## src/design/tocc_params.svh

```systemverilog
// Constants, register offsets and field positions of the one-shot/continuous/counter timer.
// Contract
// [RULE_01] One-shot: count equals reload gives output pulse, interrupt, count back to 0001H.
// [RULE_02] One-shot output pulse lasts one timer clock with polarity from polarity bit; the code holds it until the next prescaled tick.
// [RULE_03] After one-shot expiry the timer idles until the next trigger edge.
// [RULE_04] One-shot counts prescaled timer clocks from start value up to reload.
// [RULE_05] Continuous mode counts prescaled timer clocks; period is reload times prescale.
// [RULE_06] Continuous first period runs from start value; later periods start at 0001H.
// [RULE_07] Counter mode increments on external input transitions, not timer clock.
// [RULE_08] Counter mode polarity bit selects rising or falling input edge.
// [RULE_09] Counter mode bypasses the prescaler; every qualifying edge counts.
// [RULE_10] External input toggles no faster than a quarter of the timer clock.
// [RULE_11] Counter mode reload raises interrupt, sets count to 0001H, keeps counting.
// [RULE_12] Counter mode with output enabled inverts the output at each reload.
// [RULE_13] Disable timer before choosing counter mode; edge select presets output level.
// [RULE_14] Software picks the timer clock source through the second control register.
// [RULE_15] Mode field value 1011B selects triggered one-shot operation.
// [RULE_16] Interrupt condition field 11B limits interrupts to reload events only.
// [RULE_17] Prescale field 000B divides by one.
// [RULE_18] Clock-origin bit 1 clocks the timer from the 32kHz peripheral clock tick.
// [RULE_19] Polarity 0 in one-shot triggers on rising edges, idle output is 0.
// [RULE_20] Count and reload are 16 bits of high and low byte; reload on equality.
`ifndef TOCC_PARAMS_SVH
`define TOCC_PARAMS_SVH
`define TOCC_OFS_CTRL0     4'h0
`define TOCC_OFS_CTRL1     4'h4
`define TOCC_OFS_CNT_HI    4'h8
`define TOCC_OFS_CNT_LO    4'hC
`define TOCC_OFS_RLD_HI    5'h10
`define TOCC_OFS_RLD_LO    5'h14
`define TOCC_OFS_STATUS    5'h18
`define TOCC_MODE_CONT     4'h1
`define TOCC_MODE_COUNTER  4'h3
`define TOCC_MODE_ONESHOT  4'hB
`define TOCC_IRQ_RELOAD    2'h3
`define TOCC_CNT_START     16'h0001
`define TOCC_RLD_RESET     16'hFFFF
`define TOCC_CTRL0_RESET   8'h00
`define TOCC_CTRL1_RESET   8'h00
`define TOCC_B_EN          7
`define TOCC_B_POL         6
`define TOCC_B_OUTEN       5
`define TOCC_B_ORIGIN      3
`endif

```

## src/design/tocc_pkg.sv

```systemverilog
// Types shared by the timer block.
package tocc_pkg;
  typedef enum logic [2:0] {
    TOCC_IDLE = 3'b001,
    TOCC_RUN  = 3'b010,
    TOCC_FREE = 3'b100
  } tocc_state_t;
endpackage : tocc_pkg

```

## src/design/tocc_prescaler.sv

```systemverilog
// Prescaler that turns a timer clock tick into a divided count tick.
module tocc_prescaler
  import tocc_pkg::*;
(
  // Clock and reset.
  input  wire logic       mclk,
  input  wire logic       rst,
  // Control.
  input  wire logic       run,
  input  wire logic [2:0] div_sel,
  input  wire logic       tick_in,
  // Divided tick.
  output logic            tick_out
);
  logic [6:0] cnt_q;
  logic [6:0] last;

  // Divide by two to the power of the select value, 000B divides by one.
  assign last = 7'((8'h01 << div_sel) - 8'h01);

  always_ff @(posedge mclk) begin
    if (rst || !run) begin
      cnt_q <= 7'h00;
    end else if (tick_in) begin
      cnt_q <= (cnt_q >= last) ? 7'h00 : cnt_q + 7'h01;
    end
  end

  assign tick_out = run && tick_in && (cnt_q >= last); // see [RULE_17]
endmodule : tocc_prescaler

```

## src/design/tocc_timer.sv

```systemverilog
// Top of the 16-bit one-shot, continuous and counter-mode timer with an Avalon-MM slave.
//
// The Avalon-MM interface to the registers and the register offsets were chosen for this implementation.
`include "tocc_params.svh"
module tocc_timer
  import tocc_pkg::*;
#(
  parameter int unsigned SLOW_DIV = 625
)
(
  // Clock and reset.
  input  wire logic        mclk,
  input  wire logic        rst,
  // Avalon-MM slave.
  input  wire logic [4:0]  avs_address,
  input  wire logic        avs_read,
  input  wire logic        avs_write,
  input  wire logic [31:0] avs_writedata,
  output logic [31:0]      avs_readdata,
  output logic             avs_waitrequest,
  // Timer pins.
  input  wire logic        tmr_in,
  output logic             tmr_out,
  output logic             tmr_irq
);
  logic [7:0]  ctrl0_q;
  logic [7:0]  ctrl1_q;
  logic [15:0] cnt_q;
  logic [15:0] rld_q;
  logic        out_q;
  logic        irq_q;
  logic        pend_q;
  logic        ack_q;
  logic [31:0] rdata_q;
  logic        in_q;
  logic [15:0] slow_q;
  tocc_state_t state_q;

  logic [3:0] timer_mode_field;
  logic [1:0] irq_condition_select;
  logic [2:0] clock_divider_select;
  logic       clock_origin_select;
  logic       edge_and_level_select;
  logic       run_en;
  logic       out_en;
  logic       slow_tick;
  logic       tclk_tick;
  logic       clock_divider_select_tick;
  logic       in_edge;
  logic       step;
  logic       hit;
  logic       req;
  logic       wr_acc;
  logic       rd_acc;
  logic       mode_cnt;
  logic       mode_one;
  logic       mode_cont;

  assign timer_mode_field      = ctrl0_q[3:0]; // see [RULE_15]
  assign irq_condition_select  = ctrl0_q[5:4];
  assign clock_divider_select  = ctrl1_q[2:0];
  assign clock_origin_select   = ctrl1_q[`TOCC_B_ORIGIN];
  assign edge_and_level_select = ctrl1_q[`TOCC_B_POL];
  assign run_en                = ctrl1_q[`TOCC_B_EN];
  assign out_en                = ctrl1_q[`TOCC_B_OUTEN];
  assign mode_one  = (timer_mode_field == `TOCC_MODE_ONESHOT); // see [RULE_15]
  assign mode_cnt  = (timer_mode_field == `TOCC_MODE_COUNTER);
  assign mode_cont = !mode_one && !mode_cnt;

  // Slow clock tick standing in for the 32kHz peripheral clock.
  always_ff @(posedge mclk) begin
    if (rst || slow_q == 16'(SLOW_DIV - 1)) begin
      slow_q <= 16'h0000;
    end else begin
      slow_q <= slow_q + 16'h0001;
    end
  end
  assign slow_tick = (slow_q == 16'(SLOW_DIV - 1));
  assign tclk_tick = clock_origin_select ? slow_tick : 1'b1; // see [RULE_18] [RULE_14]

  tocc_prescaler u_clock_divider_select (
    .mclk     (mclk),
    .rst      (rst),
    .run      (run_en && !mode_cnt),
    .div_sel  (clock_divider_select),
    .tick_in  (tclk_tick),
    .tick_out (clock_divider_select_tick)
  );

  // Input edge detect; polarity 0 picks rising edges, 1 falling edges.
  always_ff @(posedge mclk) begin
    if (rst) begin
      in_q <= 1'b0;
    end else begin
      in_q <= tmr_in;
    end
  end
  assign in_edge = edge_and_level_select ? (in_q && !tmr_in)
                                         : (!in_q && tmr_in); // see [RULE_08] [RULE_19] [RULE_10]

  // Counter mode counts raw input edges with no prescaler.
  assign step = run_en && (mode_cnt ? in_edge                 // see [RULE_07] [RULE_09]
                                    : (clock_divider_select_tick && state_q != TOCC_IDLE)); // see [RULE_04] [RULE_05]
  assign hit  = step && (cnt_q == rld_q); // see [RULE_20]

  assign req    = avs_read || avs_write;
  assign wr_acc = avs_write && !ack_q;
  assign rd_acc = avs_read && !ack_q;

  // Bus handshake: one wait cycle, then the access completes.
  always_ff @(posedge mclk) begin
    if (rst) begin
      ack_q <= 1'b0;
    end else begin
      ack_q <= req && !ack_q;
    end
  end
  assign avs_waitrequest = !ack_q;

  always_ff @(posedge mclk) begin
    if (rst) begin
      ctrl0_q <= `TOCC_CTRL0_RESET;
      ctrl1_q <= `TOCC_CTRL1_RESET;
      rld_q   <= `TOCC_RLD_RESET;
    end else if (wr_acc) begin
      unique case (avs_address)
        `TOCC_OFS_CTRL0:  ctrl0_q     <= avs_writedata[7:0];
        `TOCC_OFS_CTRL1:  ctrl1_q     <= avs_writedata[7:0];
        `TOCC_OFS_RLD_HI: rld_q[15:8] <= avs_writedata[7:0];
        `TOCC_OFS_RLD_LO: rld_q[7:0]  <= avs_writedata[7:0];
        default: ;
      endcase
    end
  end

  // Sequencer for idle, triggered one-shot and free running.
  always_ff @(posedge mclk) begin
    if (rst || !run_en) begin
      state_q <= TOCC_IDLE;
    end else begin
      unique case (state_q)
        TOCC_IDLE: begin
          if (mode_cont) begin
            state_q <= TOCC_FREE;
          end else if (mode_one && in_edge) begin
            state_q <= TOCC_RUN;
          end
        end
        TOCC_RUN: begin
          if (hit) begin
            state_q <= TOCC_IDLE; // see [RULE_03]
          end
        end
        TOCC_FREE: begin
          if (!mode_cont) begin
            state_q <= TOCC_IDLE;
          end
        end
        default: state_q <= TOCC_IDLE;
      endcase
    end
  end

  always_ff @(posedge mclk) begin
    if (rst) begin
      cnt_q <= `TOCC_CNT_START;
    end else if (hit) begin
      cnt_q <= `TOCC_CNT_START; // see [RULE_01] [RULE_06] [RULE_11]
    end else if (step) begin
      cnt_q <= cnt_q + 16'h0001;
    end else if (wr_acc && avs_address == `TOCC_OFS_CNT_HI) begin
      cnt_q[15:8] <= avs_writedata[7:0];
    end else if (wr_acc && avs_address == `TOCC_OFS_CNT_LO) begin
      cnt_q[7:0] <= avs_writedata[7:0];
    end
  end

  // Output pin: idle level is the polarity bit, pulsed in one-shot, toggled in counter mode.
  always_ff @(posedge mclk) begin
    if (rst) begin
      out_q <= 1'b0;
    end else if (!run_en) begin
      out_q <= edge_and_level_select; // see [RULE_13] [RULE_19]
    end else if (hit && mode_cnt) begin
      out_q <= out_en ? !out_q : out_q; // see [RULE_12]
    end else if (hit && mode_one) begin
      out_q <= !edge_and_level_select; // see [RULE_02]
    end else if (mode_one && clock_divider_select_tick) begin
      out_q <= edge_and_level_select; // see [RULE_02]
    end else if (hit) begin
      out_q <= !out_q;
    end
  end

  always_ff @(posedge mclk) begin
    if (rst) begin
      irq_q <= 1'b0;
    end else begin
      irq_q <= hit; // see [RULE_16]
    end
  end

  // Sticky reload flag; a reload in the clearing cycle wins.
  always_ff @(posedge mclk) begin
    if (rst) begin
      pend_q <= 1'b0;
    end else if (hit) begin
      pend_q <= 1'b1;
    end else if (wr_acc && avs_address == `TOCC_OFS_STATUS && avs_writedata[0]) begin
      pend_q <= 1'b0;
    end
  end

  always_ff @(posedge mclk) begin
    if (rst) begin
      rdata_q <= 32'h0000_0000;
    end else if (rd_acc) begin
      unique case (avs_address)
        `TOCC_OFS_CTRL0:  rdata_q <= {24'h000000, ctrl0_q};
        `TOCC_OFS_CTRL1:  rdata_q <= {24'h000000, ctrl1_q};
        `TOCC_OFS_CNT_HI: rdata_q <= {24'h000000, cnt_q[15:8]};
        `TOCC_OFS_CNT_LO: rdata_q <= {24'h000000, cnt_q[7:0]};
        `TOCC_OFS_RLD_HI: rdata_q <= {24'h000000, rld_q[15:8]};
        `TOCC_OFS_RLD_LO: rdata_q <= {24'h000000, rld_q[7:0]};
        `TOCC_OFS_STATUS: rdata_q <= {27'h0000000, state_q, out_q, pend_q};
        default:          rdata_q <= 32'h0000_0000;
      endcase
    end
  end

  assign avs_readdata = rdata_q;
  assign tmr_out      = out_q;
  assign tmr_irq      = irq_q;

  property p_reload_count;
    @(posedge mclk) disable iff (rst) hit |=> cnt_q == `TOCC_CNT_START;
  endproperty
  a_reload_count: assert property (p_reload_count) else $error("count not 0001H after reload"); // see [RULE_01]

  property p_irq_follows;
    @(posedge mclk) disable iff (rst) hit |=> tmr_irq;
  endproperty
  a_irq_follows: assert property (p_irq_follows) else $error("no interrupt on reload"); // see [RULE_11]

  property p_os_idle;
    @(posedge mclk) disable iff (rst) (hit && state_q == TOCC_RUN) |=> state_q == TOCC_IDLE;
  endproperty
  a_os_idle: assert property (p_os_idle) else $error("one-shot did not idle"); // see [RULE_03]

  property p_os_pulse;
    @(posedge mclk) disable iff (rst)
      (hit && mode_one && run_en) |=> tmr_out == !edge_and_level_select;
  endproperty
  a_os_pulse: assert property (p_os_pulse) else $error("one-shot pulse level wrong"); // see [RULE_02]

  property p_cnt_toggle;
    @(posedge mclk) disable iff (rst)
      (hit && mode_cnt && out_en) |=> tmr_out != $past(tmr_out);
  endproperty
  a_cnt_toggle: assert property (p_cnt_toggle) else $error("counter output did not toggle"); // see [RULE_12]

  property p_idle_hold;
    @(posedge mclk) disable iff (rst)
      (state_q == TOCC_IDLE && !mode_cnt) |=> cnt_q == $past(cnt_q) || $past(wr_acc);
  endproperty
  a_idle_hold: assert property (p_idle_hold) else $error("count moved while idle"); // see [RULE_03]

  property p_off_level;
    @(posedge mclk) disable iff (rst) !run_en |=> tmr_out == $past(edge_and_level_select);
  endproperty
  a_off_level: assert property (p_off_level) else $error("disabled level wrong"); // see [RULE_13]

  property p_cnt_edge;
    @(posedge mclk) disable iff (rst)
      (run_en && mode_cnt && in_edge && cnt_q != rld_q) |=> cnt_q == $past(cnt_q) + 16'h0001;
  endproperty
  a_cnt_edge: assert property (p_cnt_edge) else $error("edge not counted"); // see [RULE_07]

  property p_div1;
    @(posedge mclk) disable iff (rst)
      (run_en && state_q == TOCC_FREE && clock_divider_select == 3'h0 && !clock_origin_select
       && cnt_q != rld_q && !wr_acc) |=> cnt_q == $past(cnt_q) + 16'h0001;
  endproperty
  a_div1: assert property (p_div1) else $error("divide by one failed"); // see [RULE_17]

  c_oneshot: cover property (@(posedge mclk) disable iff (rst) hit && mode_one);
  c_counter: cover property (@(posedge mclk) disable iff (rst) hit && mode_cnt && out_en);
  c_cont:    cover property (@(posedge mclk) disable iff (rst) hit && mode_cont);
endmodule : tocc_timer

```

## config.mk

```make
export PLATFORM = sky130hd
export DESIGN_NAME = tocc_timer
export DESIGN_NICKNAME = d
export VERILOG_FILES = /design/src/design/tocc_pkg.sv /design/src/design/tocc_prescaler.sv /design/src/design/tocc_timer.sv
export VERILOG_INCLUDE_DIRS = /design/src /design/src/design
export SDC_FILE = /design/constraint.sdc
export NUM_CORES = 1
export LEC_CHECK = 0
export ABC_CLOCK_PERIOD_IN_PS = 3600
export BUFFER_PORTS_ARGS = -buffer_cell sky130_fd_sc_hd__clkbuf_2
export CAP_MARGIN = 5
export CORE_MARGIN = 8
export CORE_UTILIZATION = 57
export CTS_CLUSTER_DIAMETER = 60
export DETAILED_ROUTE_END_ITERATION = 8
export GPL_ROUTABILITY_DRIVEN = 0
export PLACE_DENSITY_LB_ADDON = 0.12
export SLEW_MARGIN = 20
export SYNTH_ARGS = -nofsm -noshare
export SYNTH_HDL_FRONTEND = slang
export SYNTH_SLANG_ARGS = --single-unit
```

## constraint.sdc

```tcl
create_clock -name mclk -period 3.6 [get_ports mclk]
set_input_delay 0.54 -clock mclk [delete_from_list [all_inputs] [get_ports mclk]]
set_output_delay 0.54 -clock mclk [all_outputs]
set_load 0.01 [all_outputs]
```

Word level (Yosys, flattened, before mapping)

Cells that the tools add are included.

Add/subtract/negate cells: 4
Magnitude comparators: 1
Eq/ne operators: 20
Shift operators: 1
Multiplexer cells: 22
Reduce and logical (&&, ||, !) cells: 45

Operators by type and width:

| kind                  | count |
|---|---|
| $pmux 8 s7            | 1 |
| $add 16x1->16 const B | 2 |
| $mux 8                | 3 |
| $logic_and 1x1->1     | 20 |
| $eq 16x10->1 const B  | 1 |
| $eq 16x16->1          | 1 |
| $mux 16               | 1 |
| $eq 5x5->1 const B    | 3 |
| $mux 3                | 4 |
| $reduce_and 2->1      | 6 |
| $mux 1                | 11 |
| $eq 5x4->1 const B    | 2 |
| $logic_not 1->1       | 9 |
| $pmux 3 s3            | 1 |
| $add 7x1->7 const B   | 1 |
| $ge 7x7->1            | 1 |
| $mux 7                | 1 |
| $shl 1x3->7 const A   | 1 |
| $sub 7x1->7 const B   | 1 |
| $ne 2x2->1 const B    | 3 |
| $ne 3x3->1 const B    | 2 |
| $reduce_bool 2->1     | 3 |
| $eq 5x3->1 const B    | 1 |
| $logic_not 5->1       | 1 |
| 10 further kinds      | 13 |

Bits in registers: 111
Input port bits: 42
Word-level logic and storage cells: 108

Longest topological paths before layout

Gate-level depths: netlist of run 1.

Depth after elaboration: 14
Mapped depth: 17
Depth with buffers taken out: 14

By module

From an unflattened synthesis of run 1, not the netlist that was laid out.

Cells, all modules: 579
Area total of the unflattened synthesis: 4901.0 µm²

By module, submodules not included:

| module         | times used | cells an instance | area each (µm²) |
|---|---|---|---|
| tocc_timer     | 1          | 521               | 4374.2 |
| tocc_prescaler | 1          | 58                | 526.8 |

Worst setup path after synthesis of run 1

Ideal clock, no wire load.

Path type: flip-flop to flip-flop
From: register ctrl1_q[0]
To: register cnt_q[14]
Library setup time: 127 ps
Arrival time: 3113 ps
Data required time: 3473 ps
Setup slack: 360 ps
Stages on the path, launching flop included: 17
Buffers on the path: 3
Clock period less this slack: 3240 ps
Cells stage by stage: dfxtp_1 clkbuf_1 or3_1 ha_1 buf_1 xor2_1 nor2_1 a21oi_1 ha_1 and3_1 a221oi_2 o21ai_1 a31oi_1 buf_2 nor3_1 a311oi_1 nor4_1

Longest elaborated chain between the ends: 9
Elaborated cells between the ends (all ways): 11
Those cells by class: add/sub (1); order compare (1); shift (1); mux (2); reduce/logical (6)

Ends and longest elaborated chain:

| element                   | line                 | RTL |
|---|---|---|
| start: declaration        | tocc_timer.sv:27     | `logic [7:0] ctrl1_q;` |
| start signal: assignment  | tocc_timer.sv:123    | `` ctrl1_q <= `TOCC_CTRL1_RESET; `` |
| start signal: assignment  | tocc_timer.sv:128    | `` `TOCC_OFS_CTRL1: ctrl1_q <= avs_writedata[7:0]; `` |
| $shl 1x3->7 *             | tocc_prescaler.sv:19 | `assign last = 7'((8'h01 << div_sel) - 8'h01);` |
| $sub 7x1->7 *             | tocc_prescaler.sv:19 |  |
| $ge 7x7->1 *              | tocc_prescaler.sv:29 | `assign tick_out = run && tick_in && (cnt_q >= last);` |
| $logic_and 1x1->1 *       | tocc_prescaler.sv:29 |  |
| $logic_and 1x1->1 *       | tocc_timer.sv:103    | `: (clock_divider_select_tick && state_q != TOCC_IDLE));` |
| $mux 1 *                  | tocc_timer.sv:102    | `assign step = run_en && (mode_cnt ? in_edge` |
| $logic_and 1x1->1 *       | tocc_timer.sv:102    |  |
| $logic_and 1x1->1         | tocc_timer.sv:104    | `assign hit = step && (cnt_q == rld_q);` |
| $reduce_or 2->1 (no line) | n/a                  |  |
| end signal: assignment    | tocc_timer.sv:166    | `` cnt_q <= `TOCC_CNT_START; `` |
| end signal: assignment    | tocc_timer.sv:168    | `` cnt_q <= `TOCC_CNT_START; `` |
| end signal: assignment    | tocc_timer.sv:170    | `cnt_q <= cnt_q + 16'h0001;` |
| end: declaration          | tocc_timer.sv:28     | `logic [15:0] cnt_q;` |

Every way passes the cells marked *; elsewhere a longest branch is shown, timed or not.
A chain may end at the register's enable or synchronous reset.

Worst setup path after layout of run 1

From: register ctrl1_q[0]
To: register cnt_q[15]

Same word-level chain as after synthesis.

==> results of run 1 <==
[worst max path at each step]
stage / startpoint / endpoint / slack, ns / depth (start not counted)
floorplan: ctrl1_q[0]$_SDFFE_PP0P_ / cnt_q[14]$_SDFFE_PP0P_ / 0.36 / 16
global placement: ctrl1_q[0]$_SDFFE_PP0P_ / cnt_q[12]$_SDFFE_PP0P_ / 0.15 / 13
detailed placement: ctrl1_q[0]$_SDFFE_PP0P_ / cnt_q[13]$_SDFFE_PP0P_ / 0.1 / 13
CTS: ctrl1_q[0]$_SDFFE_PP0P_ / cnt_q[15]$_SDFFE_PP0P_ / 0.08 / 13
global route: ctrl1_q[1]$_SDFFE_PP0P_ / cnt_q[15]$_SDFFE_PP0P_ / 0.01 / 16
finish: ctrl1_q[0]$_SDFFE_PP0P_ / cnt_q[15]$_SDFFE_PP0P_ / 0.23 / 14
[critical path: stages, from the launching register on]
cell and delay (ns):
sky130_fd_sc_hd__dfxtp_1 0.32, sky130_fd_sc_hd__or3_1 0.41, sky130_fd_sc_hd__ha_1 0.28, sky130_fd_sc_hd__xor2_1 0.17, sky130_fd_sc_hd__nor2_1 0.09, sky130_fd_sc_hd__a21oi_1 0.05
sky130_fd_sc_hd__ha_1 0.31, sky130_fd_sc_hd__and3_1 0.20, sky130_fd_sc_hd__a221oi_2 0.25, sky130_fd_sc_hd__o21ai_2 0.16, sky130_fd_sc_hd__a31o_4 0.25, sky130_fd_sc_hd__buf_4 0.17
sky130_fd_sc_hd__a21oi_2 0.35, sky130_fd_sc_hd__a311oi_1 0.09, sky130_fd_sc_hd__nor3_1 0.19
[metrics by stage]
step                      power [µW]  area, µm²
final                           1747       5201
after global routing            1805       5201
after CTS                       1756       5180
after detailed placement        1119       5001
after global placement          1117       5001
after floorplan                 1097       4941
[registers in the layout, indices dropped and copies added, names as in the netlist]
register,cells
ack_q,1
avs_readdata,8
cnt_q,16
ctrl0_q,8
ctrl1_q,8
in_q,1
pend_q,1
rld_q,16
slow_q,16
state_q,3
tmr_irq,1
tmr_out,1
u_clock_divider_select.cnt_q,7
[routing by layer]
layer | vias to the layer above | wire (µm) | GRT usage [%]
li1 | 2069 | - | -
met1 | 2017 | 4915 | 24.49
met2 | 139 | 5885 | 35.75
met3 | 29 | 683 | 2.915
met4 | 0 | 347 | 9.091
met5 | - | 0 | 0
[cell usage after synthesis (3+ instances only)]
library cell	n	area [µm²]
sky130_fd_sc_hd__xor2_1	30	262.8
sky130_fd_sc_hd__nor2_1	59	221.5
sky130_fd_sc_hd__mux2i_1	41	410.4
sky130_fd_sc_hd__clkbuf_1	16	60.06
sky130_fd_sc_hd__buf_2	7	35.03
sky130_fd_sc_hd__nand3b_1	5	37.54
sky130_fd_sc_hd__a32oi_1	5	43.79
sky130_fd_sc_hd__and3_1	12	75.07
sky130_fd_sc_hd__nor3_1	22	110.1
sky130_fd_sc_hd__nand4_1	8	50.05
sky130_fd_sc_hd__o21ai_0	13	65.06
sky130_fd_sc_hd__a21oi_1	33	165.2
sky130_fd_sc_hd__a22oi_1	5	37.54
sky130_fd_sc_hd__and4_1	4	35.03
sky130_fd_sc_hd__a31oi_1	10	62.56
sky130_fd_sc_hd__xnor2_1	7	61.31
sky130_fd_sc_hd__buf_4	24	180.2
sky130_fd_sc_hd__ha_1	12	150.1
sky130_fd_sc_hd__nor4_1	7	43.79
sky130_fd_sc_hd__o22ai_1	8	50.05
sky130_fd_sc_hd__a211oi_1	3	22.52
sky130_fd_sc_hd__nand3_1	30	150.1
sky130_fd_sc_hd__and2_1	6	37.54
sky130_fd_sc_hd__inv_1	18	67.56
sky130_fd_sc_hd__dfxtp_1	87	1742
sky130_fd_sc_hd__a311oi_1	3	26.28
sky130_fd_sc_hd__nand2_1	49	183.9
sky130_fd_sc_hd__or3_1	10	62.56
sky130_fd_sc_hd__a221oi_1	3	26.28
[timing repair]
item / in CTS / in global routing
buffers inserted: 0 / 0
setup endpoints to repair: 0 / 15
gates resized for setup: 0 / 6
[cell type report]
class	count	area share, %
Clock buffer	10	2.454
Clock inverter	6	0.9863
Inverter	18	1.299
Multi-Input combinational cell	446	54.97
Sequential cell	87	33.49
Tap cell	105	2.526
Timing Repair Buffer	39	4.282
[logic make-up (layout without fill, tap and decap cells)]
family                   count (synthesis)  after routing  synth area share (%)
AO/OA/AOI/OAI                           98             98                 13.09
XOR/XNOR                                37             37                 6.675
adder cells (fa/ha/maj)                 12             12                 3.093
buffers and inverters                   68             73                 7.448
flip-flops                              87             87                 35.88
multiplexers                            43             43                 8.917
other                                    1             24               0.07725
AND/OR/NAND/NOR                        232            232                 24.82
[report_power, final]
group          switching [µW]  internal [µW]
Combinational            81.4           39.1
Sequential               8.96            970
Clock                     385            262
Total                     476           1270
==> results.rst, run 1 <==
.. list-table::
   :header-rows: 1

   * - Metric
     - Value
   * - Result of the run
     - completed
   * - Layout area overhead
     - 7.139%
   * - Count of input and output buffers
     - 28
   * - TritonCTS clock tree
     - yes
   * - Req. time, crit path
     - 3.89 ns
   * - Avg Vias per Cell
     - ~6.0
   * - Number of detailed-route iterations in the first pass
     - 5
   * - Worst hold start
     - tmr_in
   * - Register-to-Register Setup Slack
     - about 0.23 ns
   * - Final HPWL DP
     - 8774 µm
   * - Leakage
     - 0.002051 µW
   * - Total number of H-tree levels
     - 3
   * - Die outline area
     - roughly 12000 µm²
   * - Detailed-route via count
     - around 4300
   * - Initial DRC Count
     - around 210
   * - Final worst-path setup slack
     - about 0.23 ns
   * - Worst hold path stage count
     - 2
   * - Mapped cell area
     - 4855 µm²
   * - Worst IR drop on VDD
     - roughly 0.00025 V
   * - Worst skew pair latency
     - 0.37 ns
   * - Setup slack after placement
     - 0.09525 ns
   * - Cell Count Post-Placement
     - 695
   * - Most frequent cells in the layout
     - 87 x sky130_fd_sc_hd__dfxtp_1, 59 x sky130_fd_sc_hd__nor2_1, 48 x sky130_fd_sc_hd__nand2_1
   * - Number of nets in the finished design
     - 655
   * - Slew at the pin closest to its max-slew limit
     - 0.7542 ns
   * - Yosys warnings
     - 0
   * - Count of pins over their slew limit
     - 0
   * - TritonCTS buffer count
     - 9
   * - Final Hold Violating Endpoints
     - 0
   * - Critical Path Source Type
     - register
   * - Power Density
     - 335.9 nW/µm²
   * - Final critical path time including I/O delays and setup
     - 3.367 ns
   * - Top-Level Pins
     - 77
   * - Largest net degree at the start of global routing
     - 30
   * - Core footprint
     - around 8300 µm²
   * - Number of buffers added to fix hold violations after cts
     - 0
   * - Total area of multi-input combinational cells
     - approximately 2900 µm²
   * - Most frequently used flop master after synthesis
     - sky130_fd_sc_hd__dfxtp_1
   * - GRT overflow
     - 0
   * - RSZ-0062 raised after global routing
     - no
   * - Initial cell density of the core
     - between 50% and 60%
   * - Depth of the worst register-to-register path
     - 14
   * - Storage element area
     - 1742 µm²
   * - Die width
     - 108.3 µm
   * - Wire length of the first global-routing pass
     - 19370 µm
   * - Fillcell total
     - roughly 740
   * - Number of flops mapped to enable cells by yosys
     - 0
   * - Number of remaining DRC errors
     - 0
   * - Fin Setup TNS
     - 0 ns
   * - Combined global-route utilization of all metal layers
     - 20.51%
   * - Arrival @ worst endpoint
     - 3.65 ns
   * - Fin Clk Skew
     - 0.01420 ns
   * - Final Non-Filler Cells
     - 711
   * - Max Root-Sink Buffers
     - 2
   * - Post-synthesis sequential area ratio
     - 35.88%
   * - Hold Crit Endpoint
     - in_q$_SDFF_PP0_
   * - Reg-to-reg critical path endpoint
     - cnt_q[15]$_SDFFE_PP0P_
   * - Path type of the worst setup path
     - register to register
   * - Count of unique library cells instantiated by Yosys
     - 60
   * - Post-synthesis async set-or-reset flop share
     - 0%
   * - Endpoint type of the worst setup path
     - register
   * - Die Ht
     - approximately 110 µm
   * - Antenna violations before repair
     - 0
   * - Root buf cell
     - sky130_fd_sc_hd__clkbuf_8
   * - Crit path max fanout
     - 8
   * - # diodes
     - 0
   * - Smallest hold slack
     - around 0.43 ns
   * - Maximum achievable frequency
     - 0.2970 GHz
   * - Seq cells post-synth
     - 87
   * - CTS clk-pin slew, worst paths
     - about 0.09 ns
   * - Worst flop-to-flop path startpoint
     - ctrl1_q[0]$_SDFFE_PP0P_
   * - Worst min-delay path category
     - input port to register
   * - Relative max-transition margin
     - 49.33%
   * - Final clock period utilization by the worst path
     - between 90% and 100%
   * - Mean post-synth cell area
     - 8.399 µm²
   * - Instance count of the mapped netlist
     - 578
   * - Via count of the first global-routing pass
     - 3977
   * - Leading cell type in the layout, fill and taps excluded
     - sky130_fd_sc_hd__dfxtp_1
   * - Wire per inst
     - 16.64 µm
   * - Routed Wire Length
     - between 10000 and 15000 µm
   * - Number of maximum-capacitance violations
     - 0
   * - Antenna-violating nets left
     - 0
   * - Utilization after layout
     - 62.98%
   * - Endpoints failing setup
     - 0
   * - Share of post-route cells with drive strength above 1
     - 12.21%
   * - Site row count
     - 33
   * - Clock net sink count
     - 87
No activity file was read; power rests on OpenSTA's default activity.
==> run 2, diff against run 1 <==
- CAP_MARGIN: 5 -> default
- PLACE_DENSITY: default -> 0.91
- PLACE_DENSITY_LB_ADDON: 0.12 -> default
==> results.rst, run 2 (synthesis gave the netlist of run 1 again) <==
.. list-table::
   :header-rows: 1

   * - Metric
     - Value
   * - Routed Wire Length
     - 12850 µm
   * - Die width
     - 108.3 µm
   * - Met2 GRT Util
     - 37.40%
   * - Detailed-route via count
     - 4501
   * - Number of gates resized after cts
     - 0
   * - Antenna-violating nets left
     - 0
   * - Slew at the pin closest to its max-slew limit
     - 0.9644 ns
   * - Initial DRC Count
     - a little under 300
   * - Die Ht
     - 108.3 µm
   * - Number of setup buffers added after CTS
     - 0
   * - Core footprint
     - approximately 8300 µm²
   * - Max Root-Sink Buffers
     - 2
   * - Final critical path time including I/O delays and setup
     - 3.399 ns
   * - Met3 routing resource usage after global routing
     - under 10%
   * - Crit path max fanout
     - 8
   * - Result of the run
     - completed
   * - Endpoints failing setup
     - 0
   * - Utilization after layout
     - 63.68%
   * - Clock net sink count
     - 87
   * - Most frequent cells in the layout
     - 87 x sky130_fd_sc_hd__dfxtp_1, 59 x sky130_fd_sc_hd__nor2_1, 48 x sky130_fd_sc_hd__nand2_1
   * - Wire per inst
     - 18.10 µm
   * - Most crowded layer after global routing
     - met2
   * - Site row count
     - 33
   * - Leakage
     - 0.002077 µW
   * - Number of detailed-route iterations in the first pass
     - 5
   * - Relative max-transition margin
     - a little over a third
   * - Layout area overhead
     - 8.325%
   * - Initial cell density of the core
     - 58.79%
   * - Final Non-Filler Cells
     - 710
   * - Worst skew pair latency
     - about 0.36 ns
   * - Count of input and output buffers
     - 28
   * - Smallest hold slack
     - 0.4527 ns
   * - Leading cell type in the layout, fill and taps excluded
     - sky130_fd_sc_hd__dfxtp_1
   * - Fin Setup TNS
     - 0 ns
   * - CTS clk-pin slew, worst paths
     - 0.09 ns
   * - Count of pins over their slew limit
     - 0
   * - Worst IR drop on VDD
     - 0.0002164 V
   * - Total number of H-tree levels
     - 3
   * - Share of post-route cells with drive strength above 1
     - 12.23%
   * - Final HPWL DP
     - 9029 µm
   * - Req. time, crit path
     - 3.88 ns
   * - Critical Path Source Type
     - register
   * - RSZ-0062 raised after global routing
     - yes
   * - Via count of the first global-routing pass
     - ~4400
   * - TritonCTS buffer count
     - 9
   * - Final Hold Violating Endpoints
     - 0
   * - Antenna violations before repair
     - 0
   * - Number of buffers added to fix hold violations after cts
     - 0
   * - Met1 capacity usage during global routing
     - between 20% and 30%
   * - Endpoint type of the worst setup path
     - register
   * - Path type of the worst setup path
     - register to register
   * - GRT overflow
     - 0
   * - Arrival @ worst endpoint
     - 3.68 ns
   * - Top-Level Pins
     - 77
   * - Number of nets in the finished design
     - 656
   * - Worst min-delay path category
     - input port to register
   * - Avg Vias per Cell
     - 6.339
   * - Number of remaining DRC errors
     - 0
   * - Fin Clk Skew
     - roughly 0.012 ns
   * - Cell Count Post-Placement
     - just under 700
   * - TritonCTS clock tree
     - yes
   * - # diodes
     - 0
   * - Maximum achievable frequency
     - 0.2942 GHz
   * - Power Density
     - around 350 nW/µm²
   * - Final clock period utilization by the worst path
     - 94.43%
   * - Combined global-route utilization of all metal layers
     - 21.67%
   * - Root buf cell
     - sky130_fd_sc_hd__clkbuf_8
   * - Number of maximum-capacitance violations
     - 0
   * - Largest registers
     - cnt_q x16, rld_q x16, slow_q x16
   * - Wire length of the first global-routing pass
     - 20640 µm
   * - Largest net degree at the start of global routing
     - 30
   * - Die outline area
     - 11730 µm²
[run 2: worst max-delay path, cell delays in order (launching register included)]
cell	delay [ns]
sky130_fd_sc_hd__dfxtp_1	0.32
sky130_fd_sc_hd__or3_1	0.41
sky130_fd_sc_hd__ha_1	0.28
sky130_fd_sc_hd__xor2_1	0.17
sky130_fd_sc_hd__nor2_1	0.09
sky130_fd_sc_hd__a21oi_1	0.06
sky130_fd_sc_hd__ha_1	0.31
sky130_fd_sc_hd__and3_1	0.20
sky130_fd_sc_hd__a221oi_2	0.28
sky130_fd_sc_hd__o21ai_2	0.15
sky130_fd_sc_hd__a31o_4	0.25
sky130_fd_sc_hd__buf_4	0.19
sky130_fd_sc_hd__a21oi_4	0.29
sky130_fd_sc_hd__a311oi_1	0.10
sky130_fd_sc_hd__nor3_1	0.20
[run 2: per-stage QoR]
stage / total power, µW / setup WS, ns / instance area (µm²)
finish: 1846 / 0.2007 / 5259
global route: 1902 / -0.01492 / 5259
CTS: 1846 / 0.04647 / 5219
detailed placement: 1120 / 0.1170 / 5009
global placement: 1114 / 0.2479 / 5009
floorplan: 1097 / 0.3596 / 4941
[run 2: final timing paths]
| check | start | endpoint | slack (ns) | cells past startpoint |
|---|---|---|---|---|
| hold / removal | tmr_in | in_q$_SDFF_PP0_ | 0.45 | 2 |
| setup reg to reg | ctrl1_q[0]$_SDFFE_PP0P_ | cnt_q[15]$_SDFFE_PP0P_ | 0.20 | 14 |
| setup / recovery | ctrl1_q[0]$_SDFFE_PP0P_ | cnt_q[15]$_SDFFE_PP0P_ | 0.20 | 14 |
| hold reg to reg | slow_q[0]$_SDFF_PP0_ | slow_q[0]$_SDFF_PP0_ | 0.47 | 1 |
[run 2: routing by layer]
layer,part of all wire (%),wire length [µm]
met4,4.8,611
met2,49,6309
met3,8.7,1117
met5,0,0
met1,37,4809
[run 2: power breakdown]
group	leakage, µW	internal (µW)	switching [µW]
Sequential	0.000703	970	9.92
Clock	0.000105	404	338
Combinational	0.00127	39.2	84.3
Total	0.00208	1410	432
[run 2: cell type report]
class	count	area, µm²
clock buffers	11	141.4
clock inverters	3	68.82
fillers	684	2999
inverters	18	67.56
multi-input cells	446	2878
flip-flops and latches	87	1742
well taps	105	131.4
repair buffers	40	230.2
